===== src/design/gpio_mux_pkg.sv =====
// constants for the status-to-pin routing block: register map, field layout, function codes.
// assumes a 32-bit apb slave on pclk and sixteen general-purpose pins numbered from one.
package gpio_mux_pkg;

	localparam int          PIN_COUNT      = 16;
	localparam int          FUNC_W         = 10;
	localparam int          ADDR_W         = 12;
	localparam int          IRQ_W          = 8;

	// register byte addresses
	localparam logic [11:0] ADDR_FUNC_BASE = 12'h000;
	localparam logic [11:0] ADDR_FUNC_LAST = 12'h03C;
	localparam logic [11:0] ADDR_AUX_CTRL  = 12'h040;
	localparam logic [11:0] ADDR_IRQ_STAT  = 12'h044;
	localparam logic [11:0] ADDR_IRQ_MASK  = 12'h048;
	localparam logic [11:0] ADDR_RAW_STAT  = 12'h04C;
	localparam logic [11:0] ADDR_SWITCH    = 12'h2C8;

	// pin function codes
	localparam logic [9:0]  FN_NONE        = 10'h000;
	localparam logic [9:0]  FN_PWM0        = 10'h048;
	localparam logic [9:0]  FN_PWM1        = 10'h049;
	localparam logic [9:0]  FN_SPDIF       = 10'h04C;
	localparam logic [9:0]  FN_LOCK0       = 10'h088;
	localparam logic [9:0]  FN_LOCK1       = 10'h089;
	localparam logic [9:0]  FN_TIMER       = 10'h140;
	localparam logic [9:0]  FN_LOGFIFO     = 10'h150;
	localparam logic [9:0]  FN_ALARM0      = 10'h230;
	localparam logic [9:0]  FN_ALARM1      = 10'h231;
	localparam logic [9:0]  FN_ALARM2      = 10'h232;
	localparam logic [9:0]  FN_ALARM3      = 10'h233;
	localparam logic [9:0]  FN_PDM_CLK     = 10'h280;
	localparam logic [9:0]  FN_PDM_DAT     = 10'h281;

	// pins that may carry the auxiliary pdm signals
	localparam int          PDM_CLK_PIN_A  = 3;
	localparam int          PDM_CLK_PIN_B  = 10;
	localparam int          PDM_DAT_PIN_A  = 4;
	localparam int          PDM_DAT_PIN_B  = 9;

	// interrupt status / mask / raw layout
	localparam int          IRQ_LOCK0      = 0;
	localparam int          IRQ_LOCK1      = 1;
	localparam int          IRQ_TIMER      = 2;
	localparam int          IRQ_LOGFIFO    = 3;
	localparam int          IRQ_ALARM_LO   = 4;
	localparam int          IRQ_ALARM_HI   = 7;

	// switch control fields
	localparam int          SW1_LSB        = 0;
	localparam int          SW2_LSB        = 2;
	localparam logic [1:0]  SW_OPEN        = 2'h0;
	localparam logic [1:0]  SW_CLOSED      = 2'h1;
	localparam logic [1:0]  SW_IF_CLAMP    = 2'h2;
	localparam logic [1:0]  SW_IF_NO_CLAMP = 2'h3;
	localparam logic [3:0]  SWITCH_RESET   = 4'h0;

	localparam int          AUX_MASTER_BIT = 0;

endpackage


===== src/design/gpio_status_output_mux.sv =====
// status-to-pin routing block with interrupt latches and analog switch control, apb slave.
// assumes source signals are pclk-synchronous; gpio_in comes from pins, and only its pin 10 bit is used and synchronised here.
//
// Behaviour
// - two pwm outputs can be routed to a pin by codes 0x048 and 0x049.
// - code 0x04C routes the s/pdif transmitter output to a pin.
// - codes 0x088 and 0x089 put the two rate-converter lock flags on a pin.
// - every rising or falling edge of a lock flag sets a sticky interrupt bit.
// - code 0x140 puts a pulse on the pin each time the timer reaches its final count.
// - each timer final count sets a sticky timer interrupt bit.
// - code 0x150 drives the pin high while the 16-stage event fifo is not empty.
// - the event fifo becoming non-empty sets a sticky interrupt bit.
// - codes 0x230 to 0x233 put the four alarm statuses on a pin.
// - each alarm trigger sets that alarm's sticky interrupt bit.
// - in pdm master mode the clock goes out on pin 3 or 10 and data on pin 4 or 9.
// - in pdm slave mode the clock comes in on pin 10 only and data goes out on pin 9 only.
// - switch one field 1:0 gives open, closed, closed while clamp set, closed while clamp clear; resets open.
// - switch two field 3:2 uses the same encoding and resets open.
// - a sticky interrupt bit stays set until software writes a one to it.
// - the interrupt output is the or of the unmasked sticky bits.
`timescale 1ns/1ps
module gpio_status_output_mux
	import gpio_mux_pkg::*;
(
	input  wire logic                 pclk,
	input  wire logic                 presetn,
	input  wire logic                 psel,
	input  wire logic                 penable,
	input  wire logic                 pwrite,
	input  wire logic [ADDR_W-1:0]    paddr,
	input  wire logic [31:0]          pwdata,
	output logic      [31:0]          prdata,
	output logic                      pready,
	output logic                      pslverr,
	input  wire logic [1:0]           pwm,
	input  wire logic                 spdif,
	input  wire logic [1:0]           rate_converter_lock,
	input  wire logic                 timer_tick,
	input  wire logic                 timer_final,
	input  wire logic                 log_not_empty,
	input  wire logic [3:0]           alarm_status,
	input  wire logic [3:0]           alarm_trigger,
	input  wire logic                 pdm_clk,
	input  wire logic                 pdm_dat,
	input  wire logic                 mic_detect_clamp,
	input  wire logic [PIN_COUNT-1:0] gpio_in,
	output logic      [PIN_COUNT-1:0] gpio_out,
	output logic      [PIN_COUNT-1:0] gpio_oe_n,
	output logic                      pdm_clk_in,
	output logic                      switch_one_pos_pin,
	output logic                      switch_two_pos_pin,
	output logic                      irq
);

	////////////////////////////////////////////////////////////////////////////
	// apb front end

	logic              pready_r;
	logic              pready_nxt;
	logic              pslverr_r;
	logic              pslverr_nxt;
	logic [31:0]       prdata_r;
	logic [31:0]       prdata_nxt;
	logic              wr_en;
	logic              setup;
	logic              func_hit;
	logic [3:0]        func_idx;

	logic [FUNC_W-1:0] func_r   [PIN_COUNT];
	logic [FUNC_W-1:0] func_nxt [PIN_COUNT];
	logic              aux_master_r;
	logic              aux_master_nxt;
	logic [3:0]        switch_r;
	logic [3:0]        switch_nxt;
	logic [IRQ_W-1:0]  irq_status_r;
	logic [IRQ_W-1:0]  irq_status_nxt;
	logic [IRQ_W-1:0]  irq_mask_r;
	logic [IRQ_W-1:0]  irq_mask_nxt;
	logic [IRQ_W-1:0]  raw_status;
	logic [IRQ_W-1:0]  set_vec;
	logic [IRQ_W-1:0]  clr_vec;

	assign setup    = psel && !penable;
	assign wr_en    = psel && penable && pready_r && pwrite;
	assign func_hit = (paddr >= ADDR_FUNC_BASE) && (paddr <= ADDR_FUNC_LAST) && (paddr[1:0] == 2'h0);
	assign func_idx = paddr[5:2];

	// read data is captured in the setup cycle so that pready and prdata leave flops
	always_comb begin
		pready_nxt  = setup;
		pslverr_nxt = 1'b0;
		prdata_nxt  = prdata_r;
		if (setup) begin
			prdata_nxt = 32'h0000_0000;
			if (func_hit) begin
				prdata_nxt[FUNC_W-1:0] = func_r[func_idx];
			end else begin
				case (paddr)
					ADDR_AUX_CTRL: prdata_nxt[AUX_MASTER_BIT] = aux_master_r;
					ADDR_IRQ_STAT: prdata_nxt[IRQ_W-1:0] = irq_status_r;
					ADDR_IRQ_MASK: prdata_nxt[IRQ_W-1:0] = irq_mask_r;
					ADDR_RAW_STAT: prdata_nxt[IRQ_W-1:0] = raw_status;
					ADDR_SWITCH:   prdata_nxt[3:0] = switch_r;
					default:       pslverr_nxt = 1'b1;
				endcase
			end
		end
	end

	always_ff @(posedge pclk or negedge presetn) begin
		if (!presetn) begin
			pready_r  <= 1'b0;
			pslverr_r <= 1'b0;
			prdata_r  <= 32'h0000_0000;
		end else begin
			pready_r  <= pready_nxt;
			pslverr_r <= pslverr_nxt;
			prdata_r  <= prdata_nxt;
		end
	end

	assign pready  = pready_r;
	assign pslverr = pslverr_r;
	assign prdata  = prdata_r;

	////////////////////////////////////////////////////////////////////////////
	// configuration registers

	always_comb begin
		for (int i = 0; i < PIN_COUNT; i++) begin
			func_nxt[i] = func_r[i];
		end
		aux_master_nxt = aux_master_r;
		switch_nxt     = switch_r;
		irq_mask_nxt   = irq_mask_r;
		if (wr_en) begin
			if (func_hit) begin
				func_nxt[func_idx] = pwdata[FUNC_W-1:0];
			end
			case (paddr)
				ADDR_AUX_CTRL: aux_master_nxt = pwdata[AUX_MASTER_BIT];
				ADDR_IRQ_MASK: irq_mask_nxt = pwdata[IRQ_W-1:0];
				ADDR_SWITCH:   switch_nxt = pwdata[3:0];
				default:       aux_master_nxt = aux_master_r;
			endcase
		end
	end

	always_ff @(posedge pclk or negedge presetn) begin
		if (!presetn) begin
			for (int i = 0; i < PIN_COUNT; i++) begin
				func_r[i] <= FN_NONE;
			end
			aux_master_r <= 1'b0;
			switch_r     <= SWITCH_RESET;
			irq_mask_r   <= '0;
		end else begin
			for (int i = 0; i < PIN_COUNT; i++) begin
				func_r[i] <= func_nxt[i];
			end
			aux_master_r <= aux_master_nxt;
			switch_r     <= switch_nxt;
			irq_mask_r   <= irq_mask_nxt;
		end
	end

	////////////////////////////////////////////////////////////////////////////
	// event detection, sticky status, interrupt

	logic [1:0] lock_prev_r;
	logic       log_prev_r;
	logic       irq_r;
	logic       irq_nxt;

	assign raw_status = {alarm_status, log_not_empty, timer_final, rate_converter_lock};

	always_comb begin
		set_vec                           = '0;
		set_vec[IRQ_LOCK1:IRQ_LOCK0]      = rate_converter_lock ^ lock_prev_r;
		set_vec[IRQ_TIMER]                = timer_final;
		set_vec[IRQ_LOGFIFO]              = log_not_empty && !log_prev_r;
		set_vec[IRQ_ALARM_HI:IRQ_ALARM_LO] = alarm_trigger;
		clr_vec = (wr_en && (paddr == ADDR_IRQ_STAT)) ? pwdata[IRQ_W-1:0] : '0;
		// a new event in the clearing cycle survives the clear
		irq_status_nxt = (irq_status_r & ~clr_vec) | set_vec;
		irq_nxt        = |(irq_status_r & irq_mask_r);
	end

	always_ff @(posedge pclk or negedge presetn) begin
		if (!presetn) begin
			lock_prev_r  <= 2'h0;
			log_prev_r   <= 1'b0;
			irq_status_r <= '0;
			irq_r        <= 1'b0;
		end else begin
			lock_prev_r  <= rate_converter_lock;
			log_prev_r   <= log_not_empty;
			irq_status_r <= irq_status_nxt;
			irq_r        <= irq_nxt;
		end
	end

	assign irq = irq_r;

	////////////////////////////////////////////////////////////////////////////
	// timer pulse, switches, pdm clock input

	logic timer_pin_r;
	logic timer_pin_nxt;
	logic sw1_r;
	logic sw1_nxt;
	logic sw2_r;
	logic sw2_nxt;
	logic pdm_sync1_r;
	logic pdm_sync2_r;
	logic pdm_clk_in_r;
	logic pdm_clk_in_nxt;

	function automatic logic switch_closed(input logic [1:0] mode, input logic clamp);
		logic c;
		case (mode)
			SW_CLOSED:      c = 1'b1;
			SW_IF_CLAMP:    c = clamp;
			SW_IF_NO_CLAMP: c = !clamp;
			default:        c = 1'b0;
		endcase
		return c;
	endfunction

	always_comb begin
		// held from the final-count tick until the timer's next tick
		timer_pin_nxt = timer_pin_r;
		if (timer_tick) begin
			timer_pin_nxt = timer_final;
		end
		sw1_nxt = switch_closed(switch_r[SW1_LSB+1:SW1_LSB], mic_detect_clamp);
		sw2_nxt = switch_closed(switch_r[SW2_LSB+1:SW2_LSB], mic_detect_clamp);
		// slave clock only accepted on pin 10 when it is set up for the pdm clock
		pdm_clk_in_nxt = !aux_master_r && (func_r[PDM_CLK_PIN_B-1] == FN_PDM_CLK) && pdm_sync2_r;
	end

	always_ff @(posedge pclk or negedge presetn) begin
		if (!presetn) begin
			timer_pin_r  <= 1'b0;
			sw1_r        <= 1'b0;
			sw2_r        <= 1'b0;
			pdm_sync1_r  <= 1'b0;
			pdm_sync2_r  <= 1'b0;
			pdm_clk_in_r <= 1'b0;
		end else begin
			timer_pin_r  <= timer_pin_nxt;
			sw1_r        <= sw1_nxt;
			sw2_r        <= sw2_nxt;
			pdm_sync1_r  <= gpio_in[PDM_CLK_PIN_B-1];
			pdm_sync2_r  <= pdm_sync1_r;
			pdm_clk_in_r <= pdm_clk_in_nxt;
		end
	end

	assign switch_one_pos_pin = sw1_r;
	assign switch_two_pos_pin = sw2_r;
	assign pdm_clk_in         = pdm_clk_in_r;

	////////////////////////////////////////////////////////////////////////////
	// per-pin selectors

	for (genvar g = 0; g < PIN_COUNT; g++) begin : g_pin
		pin_output_select #(
			.PIN_NUM       (g + 1)
		) u_sel (
			.pclk          (pclk),
			.presetn       (presetn),
			.func_code     (func_r[g]),
			.aux_master    (aux_master_r),
			.pwm           (pwm),
			.spdif         (spdif),
			.lock          (rate_converter_lock),
			.timer_pin     (timer_pin_r),
			.log_not_empty (log_not_empty),
			.alarm         (alarm_status),
			.pdm_clk       (pdm_clk),
			.pdm_dat       (pdm_dat),
			.pin_out       (gpio_out[g]),
			.pin_oe_n      (gpio_oe_n[g])
		);
	end

	////////////////////////////////////////////////////////////////////////////
	// checks

	property p_lock_edge;
		@(posedge pclk) disable iff (!presetn)
		(rate_converter_lock[0] != $past(rate_converter_lock[0])) |=> irq_status_r[IRQ_LOCK0];
	endproperty
	a_lock_edge: assert property (p_lock_edge) else $error("lock edge not latched");

	property p_timer_irq;
		@(posedge pclk) disable iff (!presetn)
		timer_final |=> irq_status_r[IRQ_TIMER];
	endproperty
	a_timer_irq: assert property (p_timer_irq) else $error("timer event not latched");

	property p_log_irq;
		@(posedge pclk) disable iff (!presetn)
		$rose(log_not_empty) |=> irq_status_r[IRQ_LOGFIFO];
	endproperty
	a_log_irq: assert property (p_log_irq) else $error("fifo event not latched");

	property p_alarm_irq;
		@(posedge pclk) disable iff (!presetn)
		(|alarm_trigger) |=> ((irq_status_r[IRQ_ALARM_HI:IRQ_ALARM_LO] & $past(alarm_trigger)) == $past(alarm_trigger));
	endproperty
	a_alarm_irq: assert property (p_alarm_irq) else $error("alarm event not latched");

	property p_sticky;
		@(posedge pclk) disable iff (!presetn)
		1'b1 |=> (($past(irq_status_r) & ~$past(clr_vec) & ~irq_status_r) == '0);
	endproperty
	a_sticky: assert property (p_sticky) else $error("status bit dropped without clear");

	property p_irq_out;
		@(posedge pclk) disable iff (!presetn)
		1'b1 |=> (irq == $past(|(irq_status_r & irq_mask_r)));
	endproperty
	a_irq_out: assert property (p_irq_out) else $error("irq not raised");

	property p_timer_hold;
		@(posedge pclk) disable iff (!presetn)
		(timer_pin_r && !timer_tick) |=> timer_pin_r;
	endproperty
	a_timer_hold: assert property (p_timer_hold) else $error("timer pulse cut short");

	property p_timer_end;
		@(posedge pclk) disable iff (!presetn)
		(timer_pin_r && timer_tick && !timer_final) |=> !timer_pin_r;
	endproperty
	a_timer_end: assert property (p_timer_end) else $error("timer pulse too long");

	property p_sw1_clamp;
		@(posedge pclk) disable iff (!presetn)
		(switch_r[SW1_LSB+1:SW1_LSB] == SW_IF_CLAMP) |=> (switch_one_pos_pin == $past(mic_detect_clamp));
	endproperty
	a_sw1_clamp: assert property (p_sw1_clamp) else $error("switch one not tracking clamp");

	property p_sw2_noclamp;
		@(posedge pclk) disable iff (!presetn)
		(switch_r[SW2_LSB+1:SW2_LSB] == SW_IF_NO_CLAMP) |=> (switch_two_pos_pin == !$past(mic_detect_clamp));
	endproperty
	a_sw2_noclamp: assert property (p_sw2_noclamp) else $error("switch two not tracking clamp");

endmodule


===== src/design/pin_output_select.sv =====
// one pin's output selector: picks a status source by function code and registers it.
// assumes all sources are on pclk; the enable is low while the pin is driven.
`timescale 1ns/1ps
module pin_output_select
	import gpio_mux_pkg::*;
#(
	parameter int PIN_NUM = 1
) (
	input  wire logic              pclk,
	input  wire logic              presetn,
	input  wire logic [FUNC_W-1:0] func_code,
	input  wire logic              aux_master,
	input  wire logic [1:0]        pwm,
	input  wire logic              spdif,
	input  wire logic [1:0]        lock,
	input  wire logic              timer_pin,
	input  wire logic              log_not_empty,
	input  wire logic [3:0]        alarm,
	input  wire logic              pdm_clk,
	input  wire logic              pdm_dat,
	output logic                   pin_out,
	output logic                   pin_oe_n
);

	localparam logic CLK_OK_M = (PIN_NUM == PDM_CLK_PIN_A) || (PIN_NUM == PDM_CLK_PIN_B);
	localparam logic DAT_OK_M = (PIN_NUM == PDM_DAT_PIN_A) || (PIN_NUM == PDM_DAT_PIN_B);
	localparam logic DAT_OK_S = (PIN_NUM == PDM_DAT_PIN_B);

	logic out_r;
	logic out_nxt;
	logic oe_n_r;
	logic oe_n_nxt;

	always_comb begin
		out_nxt  = 1'b0;
		oe_n_nxt = 1'b0;
		case (func_code)
			FN_PWM0:    out_nxt = pwm[0];
			FN_PWM1:    out_nxt = pwm[1];
			FN_SPDIF:   out_nxt = spdif;
			FN_LOCK0:   out_nxt = lock[0];
			FN_LOCK1:   out_nxt = lock[1];
			FN_TIMER:   out_nxt = timer_pin;
			FN_LOGFIFO: out_nxt = log_not_empty;
			FN_ALARM0:  out_nxt = alarm[0];
			FN_ALARM1:  out_nxt = alarm[1];
			FN_ALARM2:  out_nxt = alarm[2];
			FN_ALARM3:  out_nxt = alarm[3];
			FN_PDM_CLK: begin
				// slave mode: clock comes in on a pin, so never drive it
				if (aux_master && CLK_OK_M) begin
					out_nxt = pdm_clk;
				end else begin
					oe_n_nxt = 1'b1;
				end
			end
			FN_PDM_DAT: begin
				if ((aux_master && DAT_OK_M) || (!aux_master && DAT_OK_S)) begin
					out_nxt = pdm_dat;
				end else begin
					oe_n_nxt = 1'b1;
				end
			end
			default:    oe_n_nxt = 1'b1;
		endcase
	end

	always_ff @(posedge pclk or negedge presetn) begin
		if (!presetn) begin
			out_r  <= 1'b0;
			oe_n_r <= 1'b1;
		end else begin
			out_r  <= out_nxt;
			oe_n_r <= oe_n_nxt;
		end
	end

	assign pin_out  = out_r;
	assign pin_oe_n = oe_n_r;

	property p_log_pin;
		@(posedge pclk) disable iff (!presetn)
		(func_code == FN_LOGFIFO) |=> (!pin_oe_n && (pin_out == $past(log_not_empty)));
	endproperty
	a_log_pin: assert property (p_log_pin) else $error("fifo status pin wrong");

	property p_lock_pin;
		@(posedge pclk) disable iff (!presetn)
		(func_code == FN_LOCK1) |=> (!pin_oe_n && (pin_out == $past(lock[1])));
	endproperty
	a_lock_pin: assert property (p_lock_pin) else $error("lock pin wrong");

endmodule


===== config.mk =====
export PLATFORM = sky130hd
export DESIGN_NAME = gpio_status_output_mux
export DESIGN_NICKNAME = d
export VERILOG_FILES = /design/src/design/gpio_mux_pkg.sv /design/src/design/gpio_status_output_mux.sv /design/src/design/pin_output_select.sv
export SDC_FILE = /design/constraint.sdc
export NUM_CORES = 1
export LEC_CHECK = 0
export BUFFER_PORTS_ARGS = -buffer_cell sky130_fd_sc_hd__buf_4
export CORE_UTILIZATION = 54
export DETAILED_ROUTE_END_ITERATION = 7
export GPL_ROUTABILITY_DRIVEN = 0
export GPL_TIMING_DRIVEN = 0
export PLACE_DENSITY = 0.73
export SETUP_SLACK_MARGIN = 0.1
export SYNTH_ARGS = -nofsm -noshare
export SYNTH_HDL_FRONTEND = slang
export SYNTH_SLANG_ARGS = --single-unit

===== constraint.sdc =====
create_clock -name pclk -period 2.6 [get_ports pclk]
set_input_delay 0.26 -clock pclk [delete_from_list [all_inputs] [get_ports pclk]]
set_output_delay 0.26 -clock pclk [all_outputs]
set_load 0.01 [all_outputs]

Yosys cells after proc, flatten, opt, wreduce, memory -nomap -nowiden
Index checks and enable logic that the tools add are counted.
Widths: inputs -> output; s select.
- bits in registers: 235
- input port bits: 84
- logic and storage cells: 355
- magnitude comparators: 4
- equality and inequality tests: 191
- mux-type cells: 52
- bitwise gates (word level): 6
- reductions and logical operators: 38
- operators by type and width (operator ; count):
    $eq 10x10->1 const B ; 68
    $eq 10x7->1 const B ; 48
    $eq 10x8->1 const B ; 32
    $eq 10x9->1 const B ; 32
    $reduce_or 11->1 ; 15
    $bwmux 160 ; 1
    $pmux 1 s11 ; 12
    $eq 12x7->1 const B ; 4
    $pmux 1 s12 ; 4
    $bmux 10 s4 ; 1
    $demux 10 s4 ; 1
    $mux 10 ; 3
    $mux 1 ; 19
    $and 8x8->8 ; 2
    $mux 8 ; 2
    $eq 12x10->1 const B ; 1
    $ge 12x1->1 const B ; 1
    $le 12x6->1 const B ; 1
    $pmux 3 s4 ; 1
    $pmux 4 s3 ; 1
    $reduce_or 12->1 ; 1
    $logic_and 1x1->1 ; 11
    $eq 2x2->1 const B ; 4
    $not 8->8 ; 1
    other kinds (15) ; 25

Depth between registers and ports, before layout
Gate-level depths: netlist of run 1.
- word-level depth: 8
- gate-level depth with buffers: 9
- gate-level depth less buffers: 6

Hierarchy
Synthesis of run 1 repeated with hierarchy kept, for this count alone.
- cell total of the unflattened synthesis: 1154
- area total of the unflattened synthesis: 13907.1 µm²
- by module, submodules not included (module ; times used ; cells an instance ; area an instance (µm²) ; sequential area each (µm²)):
    gpio_status_output_mux ; 1 ; 665 ; 9511.6 ; 5079.9
    pin_output_select (g_pin[0].u_sel ...) ; 12 ; 26 ; 249.0 ; 51.3
    pin_output_select (g_pin[2].u_sel ...) ; 2 ; 48 ; 360.3 ; 51.3
    pin_output_select (g_pin[3].u_sel) ; 1 ; 44 ; 369.1 ; 51.3
    pin_output_select (g_pin[8].u_sel) ; 1 ; 37 ; 317.8 ; 51.3

Worst setup path before layout of run 1
No wires, ideal clock.
- kind: register -> register
- from: register pready_r (netlist: pready)
- to: register func_r[30] (netlist name)
- setup time: 0.125 ns
- arrival: 1.793 ns
- setup slack: 0.683 ns
- stages on the path, launching flop included: 9
- buffers on the path: 3
- cell sequence: dfrtp_1 and4_1 and4_1 buf_6 and2_4 buf_6 and3_4 buf_12 mux2_2
- cells in the longest elaborated chain, start to end: 3
- ends and longest elaborated chain (what ; line ; source):
    from (decl) ; gpio_status_output_mux.sv:58 ; logic pready_r;
    from (signal assigned) ; gpio_status_output_mux.sv:116 ; pready_r <= pready_nxt;
    $logic_and 1x1->1 (2 in series) ; gpio_status_output_mux.sv:84 ; assign wr_en = psel && penable && pready_r && pwrite;
    $reduce_and 2->1 (no source line) ; -- ;
    to (signal, indexed assignment) ; gpio_status_output_mux.sv:159 ; func_r[i] <= func_nxt[i];
    to (decl) ; gpio_status_output_mux.sv:69 ; logic [FUNC_W-1:0] func_r [PIN_COUNT];
No other way between the ends.
A chain may end at the register's enable or synchronous reset.

Worst setup path after layout of run 1
- from: input rate_converter_lock[1]
- to: register g_pin[9].u_sel.out_r
- cells in the longest elaborated chain, start to end: 1
- ends and longest elaborated chain (what ; line ; source):
    from (decl) ; gpio_status_output_mux.sv:37 ; input wire logic [1:0] rate_converter_lock,
    $pmux 1 s12 ; pin_output_select.sv:37 ; case (func_code)
    via g_pin[9].u_sel.out_nxt ; pin_output_select.sv:30 ; logic out_nxt;
    to (signal assigned) ; pin_output_select.sv:73 ; out_r <= out_nxt;
    to (decl) ; pin_output_select.sv:29 ; logic out_r;
The timed path passes the listed nets, and every way through them passes these cells.

==> impl_metrics.csv, run 1 <==
group,metric,value,unit
cts,clock_latency,0.54,ns
critical_path,crit_path_end_kind,"flip-flop",
cts,cts_root_buf,"clkbuf_16",
sta,max_slew_margin,0.150,
synth,synthArstFlopShare,1.00,
sta,worst_pin_slew,1.27,ns
critical_path,cp_cell_sequence,"buf_4 > clkbuf_1 > clkbuf_1 > inv_1 > a2bb2oi_1 > nor2_1 > nand2_1 > nand4_1",
place,portBuffers,87,
synth,yosys_warnings,0,
detailed_routing,firstDrtPassIters,5,
detailed_routing,wirelength,46200,microns
critical_path,r2r-end,"func_r[25]",
pwr,ir_drop,495,uV
sta,max_freq,0.451,GHz
synth,synth-seq-cells,235,
cts,clk_path_buf_depth,3,
cts,cts_tree,"built",
global_route,grt_max_degree,111,
detailed_routing,routed_via_density,6.85,
detailed_routing,drc_errors,0,
critical_path,worst_path_dominant_cell_family,"buffers and inverters",
cts,cts.repair.resized,0,
global_route,grt_usage,0.358,
pwr,p_per_area,510,nW/um^2
die,io_pins,154,
global_route,grt_overflow_total,0,
pwr,power.leakage,7.00,nW
synth,synthesis.area,13900,sq um
critical_path,crit_required,3.06,ns
sta,skew,0.0122,ns
die,die_w,162,microns
sta,slew_violations,0,
cells_and_area,n_fill_cell,1963,
place,place_area,15100,sq um
critical_path,cp-startpoint,"rate_converter_lock[1]",
sta,rsz0062_at_grt,"no",
synth,synth_top_cell_by_area,"dfrtp_1",
run,drv_cap,0,
critical_path,path_common_cell,"clkbuf_1",
global_route,grt_pass1_wl,69000,microns
cells_and_area,instances_no_fill,1713,
synth,syn_avg_cell_area,11.5,sq um
detailed_routing,post_drt_wl_per_cell,27.0,microns
critical_path,r2r_start,"pready",
synth,synth_ff_type,"dfrtp_1",
cells_and_area,final_area,16100,sq um
global_route,grt_pass1_vias,11001,
sta,finalCriticalPeriod,2.22,ns
outcome,status,"finished, final reports clean",
cells_and_area,drive_gt1_frac,0.354,
critical_path,start_kind,"input port",
detailed_routing,vias,11738,
synth,synth_area_leaders,"dfrtp_1, mux2_2, mux4_2",
detailed_routing,drtIter0Drc,1506,
critical_path,criticalPathCategory,"in2reg",
critical_path,critPathSlowestCell,"clkbuf_1",
cells_and_area,layout_commonest_cell,"dfrtp_1",
critical_path,path_buf_inv,4,
synth,synth-edff-count,0,
place,dp_hpwl,32500,microns
cts,cts_max_level,1,
synth,synth_top_area_frac,0.395,
sta,finalSetupTns,0,ns
cts,clk_pin_slew,0.06,ns
critical_path,r2r_slack,0.43,ns
cts,cts_made_buffers,27,
hold_path,min_path_cells,2,
cells_and_area,final_util,0.640,
die,die_height,162,microns
cells_and_area,syn_to_final_growth,16.1,%
synth,seq_area_frac_synth,0.425,
hold_path,hold_start,"pwdata[9]",
sta,setup_viol_count_final,0,
synth,synth_cell_types,87,
cells_and_area,final_cell_mix,"dfrtp_1, mux2_2, buf_4",
critical_path,cp_data_arrival_time,2.68,ns
die,start_util,0.551,
sta,hold_violations,0,
critical_path,ff2ff_path_depth,6,
hold_path,holdPathEnd,"func_r[39]",
die,dieArea,26300,sq um
die,num_rows,58,
cts,numClockSinks,235,
place,placed_cells,1652,
cts,post_cts_buffers,0,
detailed_routing,ant_nets,0,
die,core,25200,sq um
critical_path,worst-path-stages,8,
synth,netlist_instances,1212,
critical_path,critPathMaxFanout,10,
sta,period_share,0.853,
critical_path,critPathMaxStageDelay,0.92,ns
hold_path,hold_class,"in2reg",
cells_and_area,nNetsFinal,1445,
global_route,antenna_found_initial,3,
-- worst max path at each step --
stage,end
after floorplan,func_r[30]
after global placement,switch_two_pos_pin
after detailed placement,g_pin[9].u_sel.pin_out
after CTS,g_pin[6].u_sel.pin_out
after global routing,func_r[3]
final,g_pin[9].u_sel.pin_out
-- power by group --
part           internal [mW]  switching [mW]
registers               3.67          0.0119
clock network           2.40            1.52
logic                  0.188           0.431
-- stage by stage --
stage               worst slack (ns)  hold WS [ns]  power [mW]
floorplan                      0.683       -0.0356        3.99
global route                   0.366       0.00969        8.43
CTS                            0.169       0.00136        8.25
detailed placement           -0.0178         0.194        4.34
global placement              -0.580         0.333        4.33
finish                         0.382        0.0343        8.22
-- state kept, by name, summed over array words and instances (netlist names) --
| signal | count |
|---|---|
| irq_mask_r | 8 |
| timer_pin_r | 1 |
| switch_two_pos_pin | 1 |
| lock_prev_r | 2 |
| g_pin.u_sel.pin_oe_n | 16 |
| irq | 1 |
| aux_master_r | 1 |
| pdm_sync2_r | 1 |
| log_prev_r | 1 |
| pslverr | 1 |
| g_pin.u_sel.pin_out | 16 |
| irq_status_r | 8 |
| prdata | 10 |
| pready | 1 |
| switch_one_pos_pin | 1 |
| switch_r | 4 |
| pdm_clk_in | 1 |
| pdm_sync1_r | 1 |
| func_r | 160 |
-- per-layer routing --
metal	vias to the layer above	track usage	part of all wire
met4	4	0.227	0.065
met3	216	0.0937	0.13
li1	4872	-	-
met5	-	0	0.00052
met2	869	0.514	0.43
met1	5777	0.480	0.38
-- synthesized netlist by cell type, drive strengths merged (8+ instances only) --
master and number:
nand3b 12, nor2b 33, nor3 25, a211oi 8, nor3b 9, nand3 36
a21o 10, buf 77, dfrtp 219, mux4 55, nor4 13, and3 10
a22oi 31, nand4b 8, nand4 18, mux2i 16, clkbuf 37, mux2 177
dfstp 16, nand2 83, o21ai 23, nor4b 20, a21oi 29, inv 16
and4b 8, nand2b 17, nor2 77
-- kinds of logic after synthesis --
family / after synthesis / synth area share
AND/OR/NAND/NOR: 409 / 0.175
multiplexers: 248 / 0.245
flip-flops: 235 / 0.425
AO/OA/AOI/OAI: 179 / 0.0931
buffers and inverters: 130 / 0.0553
XOR/XNOR: 10 / 0.00631
other: 1 / 0.000270
-- layout make-up --
class	count	area (sq um)	share of cell area
Inverter	16	60.1	0.00373
Tap cell	330	413	0.0256
Clock buffer	41	798	0.0495
Buffer	113	704	0.0437
Clock inverter	7	119	0.00737
Sequential cell	235	5900	0.366
Multi-Input combinational cell	868	7290	0.452
Antenna cell	3	7.51	0.000466
Timing Repair Buffer	100	826	0.0512
-- what timing repair did --
| item | CTS | global route |
|---|---|---|
| hold buffers | 11 | 0 |
| hold endpoints to repair | 56 | 0 |
| endpoints found under the setup margin | 0 | 1 |
No activity file was read; power rests on OpenSTA's default activity.
==> run 2, diff against run 1 <==
--- a/config.mk
+++ b/config.mk
@@ -14,4 +14,5 @@
 export SETUP_SLACK_MARGIN = 0.1
 export SYNTH_ARGS = -nofsm -noshare
 export SYNTH_HDL_FRONTEND = slang
+export SYNTH_HIERARCHICAL = 1
 export SYNTH_SLANG_ARGS = --single-unit
==> run 2 against run 1 <==
  * Worst setup slack got worse by 0.12 ns
  * Critical endpoint is now func_r[140]
  * Flip-flop and latch count did not move
  * Synthesized area grew 0.20%
  * Critical path depth unchanged
  * Fmax is 5.0% lower
  * Largest power group unchanged
  * Highest routed layer unchanged
  * Clock skew rose by 0.0023 ns
  * Largest cell class unchanged
==> impl_metrics.csv, run 2 <==
group,metric,value,unit
outcome,status,"finished, final reports clean",
sta,setup_viol_count_final,0,
synth,syn_avg_cell_area,12.1,sq um
synth,synth-seq-cells,235,
sta,max_slew_margin,0.229,
place,dp_hpwl,29300,microns
cells_and_area,largest-register,"func_r",
synth,post-synth-top-count-cell,"dfrtp_1",
synth,synth_top_family_by_area,"multiplexers",
hold_path,hold_class,"in2reg",
cts,clock_latency,0.55,ns
cts,cts_made_buffers,26,
cts,numClockSinks,235,
synth,netlist_instances,1154,
synth,yosys_warnings,6,
sta,worst_pin_slew,1.16,ns
critical_path,crit_path_end_kind,"flip-flop",
cts,cts_root_buf,"clkbuf_16",
detailed_routing,drtIter0Drc,1351,
cells_and_area,instances_no_fill,1653,
detailed_routing,drc_errors,0,
die,dieArea,26400,sq um
pwr,power.leakage,6.95,nW
synth,synth_ff_type,"dfrtp_1",
critical_path,crit_required,3.02,ns
global_route,grt_use_met2,0.502,
die,die_height,162,microns
cts,post_cts_buffers,0,
cells_and_area,final_cell_mix,"dfrtp_1, mux2_2, buf_4",
place,place_area,15100,sq um
cells_and_area,nNetsFinal,1385,
die,die_w,162,microns
synth,muxShareOfSynthArea,0.258,
detailed_routing,routed_via_density,6.83,
synth,seq_area_frac_synth,0.424,
synth,synthSimpleGateAreaFrac,0.171,
global_route,grt_usage,0.334,
cts,cts_max_level,1,
cells_and_area,largest_reg_flops,160,
die,start_util,0.551,
pwr,p_seq_frac,0.448,
synth,ys_top_cells_by_count,"dfrtp_1, mux2_2, nand2_1",
global_route,grt_max_degree,97,
synth,synth-edff-count,0,
sta,finalSetupTns,0,ns
run,drv_cap,0,
pwr,p_int,6.28,mW
pwr,p_per_area,510,nW/um^2
cts,clk_path_buf_depth,3,
synth,synth_compound_area_frac,0.104,
sta,max_freq,0.428,GHz
cells_and_area,layout_commonest_cell,"dfrtp_1",
detailed_routing,ant_nets,0,
cells_and_area,drive_gt1_frac,0.378,
global_route,grt.busiest_layer,"met2",
synth,synth_top_area_frac,0.394,
synth,synth_xor_area_frac,0.0101,
critical_path,start_kind,"flip-flop",
sta,whs,0.00554,ns
die,num_rows,58,
critical_path,criticalPathCategory,"reg2reg",
cells_and_area,n_fill_cell,1983,
sta,finalCriticalPeriod,2.33,ns
pwr,p_switching,1.97,mW
place,pre_cts_slack,-0.0775,ns
place,placed_cells,1595,
sta,hold_violations,0,
sta,period_share,0.898,
synth,synth_area_leaders,"dfrtp_1, mux2_2, mux4_2",
critical_path,critPathMaxFanout,10,
detailed_routing,vias,11289,
synth,synth_fa_ha_area_frac,0,
global_route,antenna_found_initial,2,
place,portBuffers,88,
synth,synthArstFlopShare,1.00,
global_route,grt_util_met3,0.0547,
cts,cts_tree,"built",
cts,clk_pin_slew,0.07,ns
pwr,swShare,0.239,
detailed_routing,post_drt_wl_per_cell,26.2,microns
detailed_routing,wirelength,43300,microns
sta,skew,0.0145,ns
global_route,grt_pass1_wl,66200,microns
global_route,grt_use_met1,0.474,
synth,synth_cell_types,81,
die,io_pins,154,
global_route,grt_overflow_total,0,
sta,rsz0062_at_grt,"no",
sta,slew_violations,0,
cells_and_area,final_area,16200,sq um
critical_path,cp_data_arrival_time,2.75,ns
pwr,ir_drop,446,uV
global_route,grt_pass1_vias,10912,
synth,synthesis.area,13900,sq um
synth,synth_top_cell_by_area,"dfrtp_1",
detailed_routing,firstDrtPassIters,8,
pwr,comb_power_share,0.070,
die,core,25300,sq um
cells_and_area,syn_to_final_growth,16.4,%
sta,timing.final.ws_setup,0.266,ns
pwr,clkPwrFrac,0.482,
[run 2: cell types whose count changed in the layout (fill, tap and decap cells not counted), moves of 17 or more]
cell,change
o22ai_1,+19
buf_4,-38
a21oi_1,-17
clkbuf_1,-20
nand2_1,-19
nor3b_1,+19
or3_4,+24
nor2_1,-28
[run 2: cell families after synthesis]
group | Yosys count
AOI/OAI and AO/OA | 183
xor gates and xnor gates | 16
buffers and inverters | 85
DFF | 235
muxes | 267
other | 1
and+or+nand+nor | 367
[run 2: per-stage QoR]
step / utilization / total power, mW
after floorplan: - / 3.98
after global placement: 0.596 / 4.30
after detailed placement: 0.599 / 4.32
after CTS: 0.640 / 8.27
after global routing: 0.641 / 8.47
final: 0.641 / 8.26
[run 2: final timing paths]
check	to	slack, ns	cells after the start	from
max	func_r[140]	0.27	8	pready
min	switch_one_pos_pin	0.006	3	mic_detect_clamp
max reg2reg	func_r[140]	0.27	8	pready
min reg2reg	pdm_sync2_r	0.36	0	pdm_sync1_r
max in group asynchronous	g_pin[14].u_sel/pin_oe_n	1.11	4	presetn
min in group asynchronous	g_pin[0].u_sel/pin_out	0.21	2	presetn
[run 2: layout make-up]
type | count | area (sq um) | share of cell area
plain buffers | 66 | 377 | 0.0233
clock inverters | 7 | 90.1 | 0.00557
multi-input cells | 855 | 7680 | 0.474
well taps | 330 | 413 | 0.0255
clock buffers | 40 | 845 | 0.0522
repair buffers | 98 | 803 | 0.0496
flip-flops and latches | 235 | 5900 | 0.365
diodes | 3 | 7.51 | 0.000464
inverters | 19 | 71.3 | 0.00441
[run 2: routing by layer]
metal	part of all wire	up-vias
li1	-	4756
met1	0.40	5668
met2	0.44	729
met3	0.11	134
met4	0.046	2
met5	0.00030	-
[run 2: what timing repair did]
| action | in CTS | in global routing |
|---|---|---|
| hold buffers | 8 | 0 |
| setup endpoints to repair | 40 | 55 |
| resized for setup | 4 | 5 |
| cloned | 0 | 0 |
| endpoints found under the hold margin | 61 | 0 |
[run 2: critical path, stage by stage, from the launching register on]
cell and delay (ns):
dfrtp_1 0.36, and4_1 0.20, clkbuf_2 0.21, nand2_1 0.10, or3_1 0.35, buf_2 0.19, or3_1 0.34, buf_6 0.17
mux2_4 0.30
[run 2: power groups by stage]
stage               combinational, mW  clock [mW]  sequential (mW)
finish                          0.578        3.98             3.70
floorplan                       0.224           0             3.76
CTS                             0.569        4.00             3.70
global route                    0.612        4.15             3.70
detailed placement              0.556           0             3.76
global placement                0.538           0             3.77
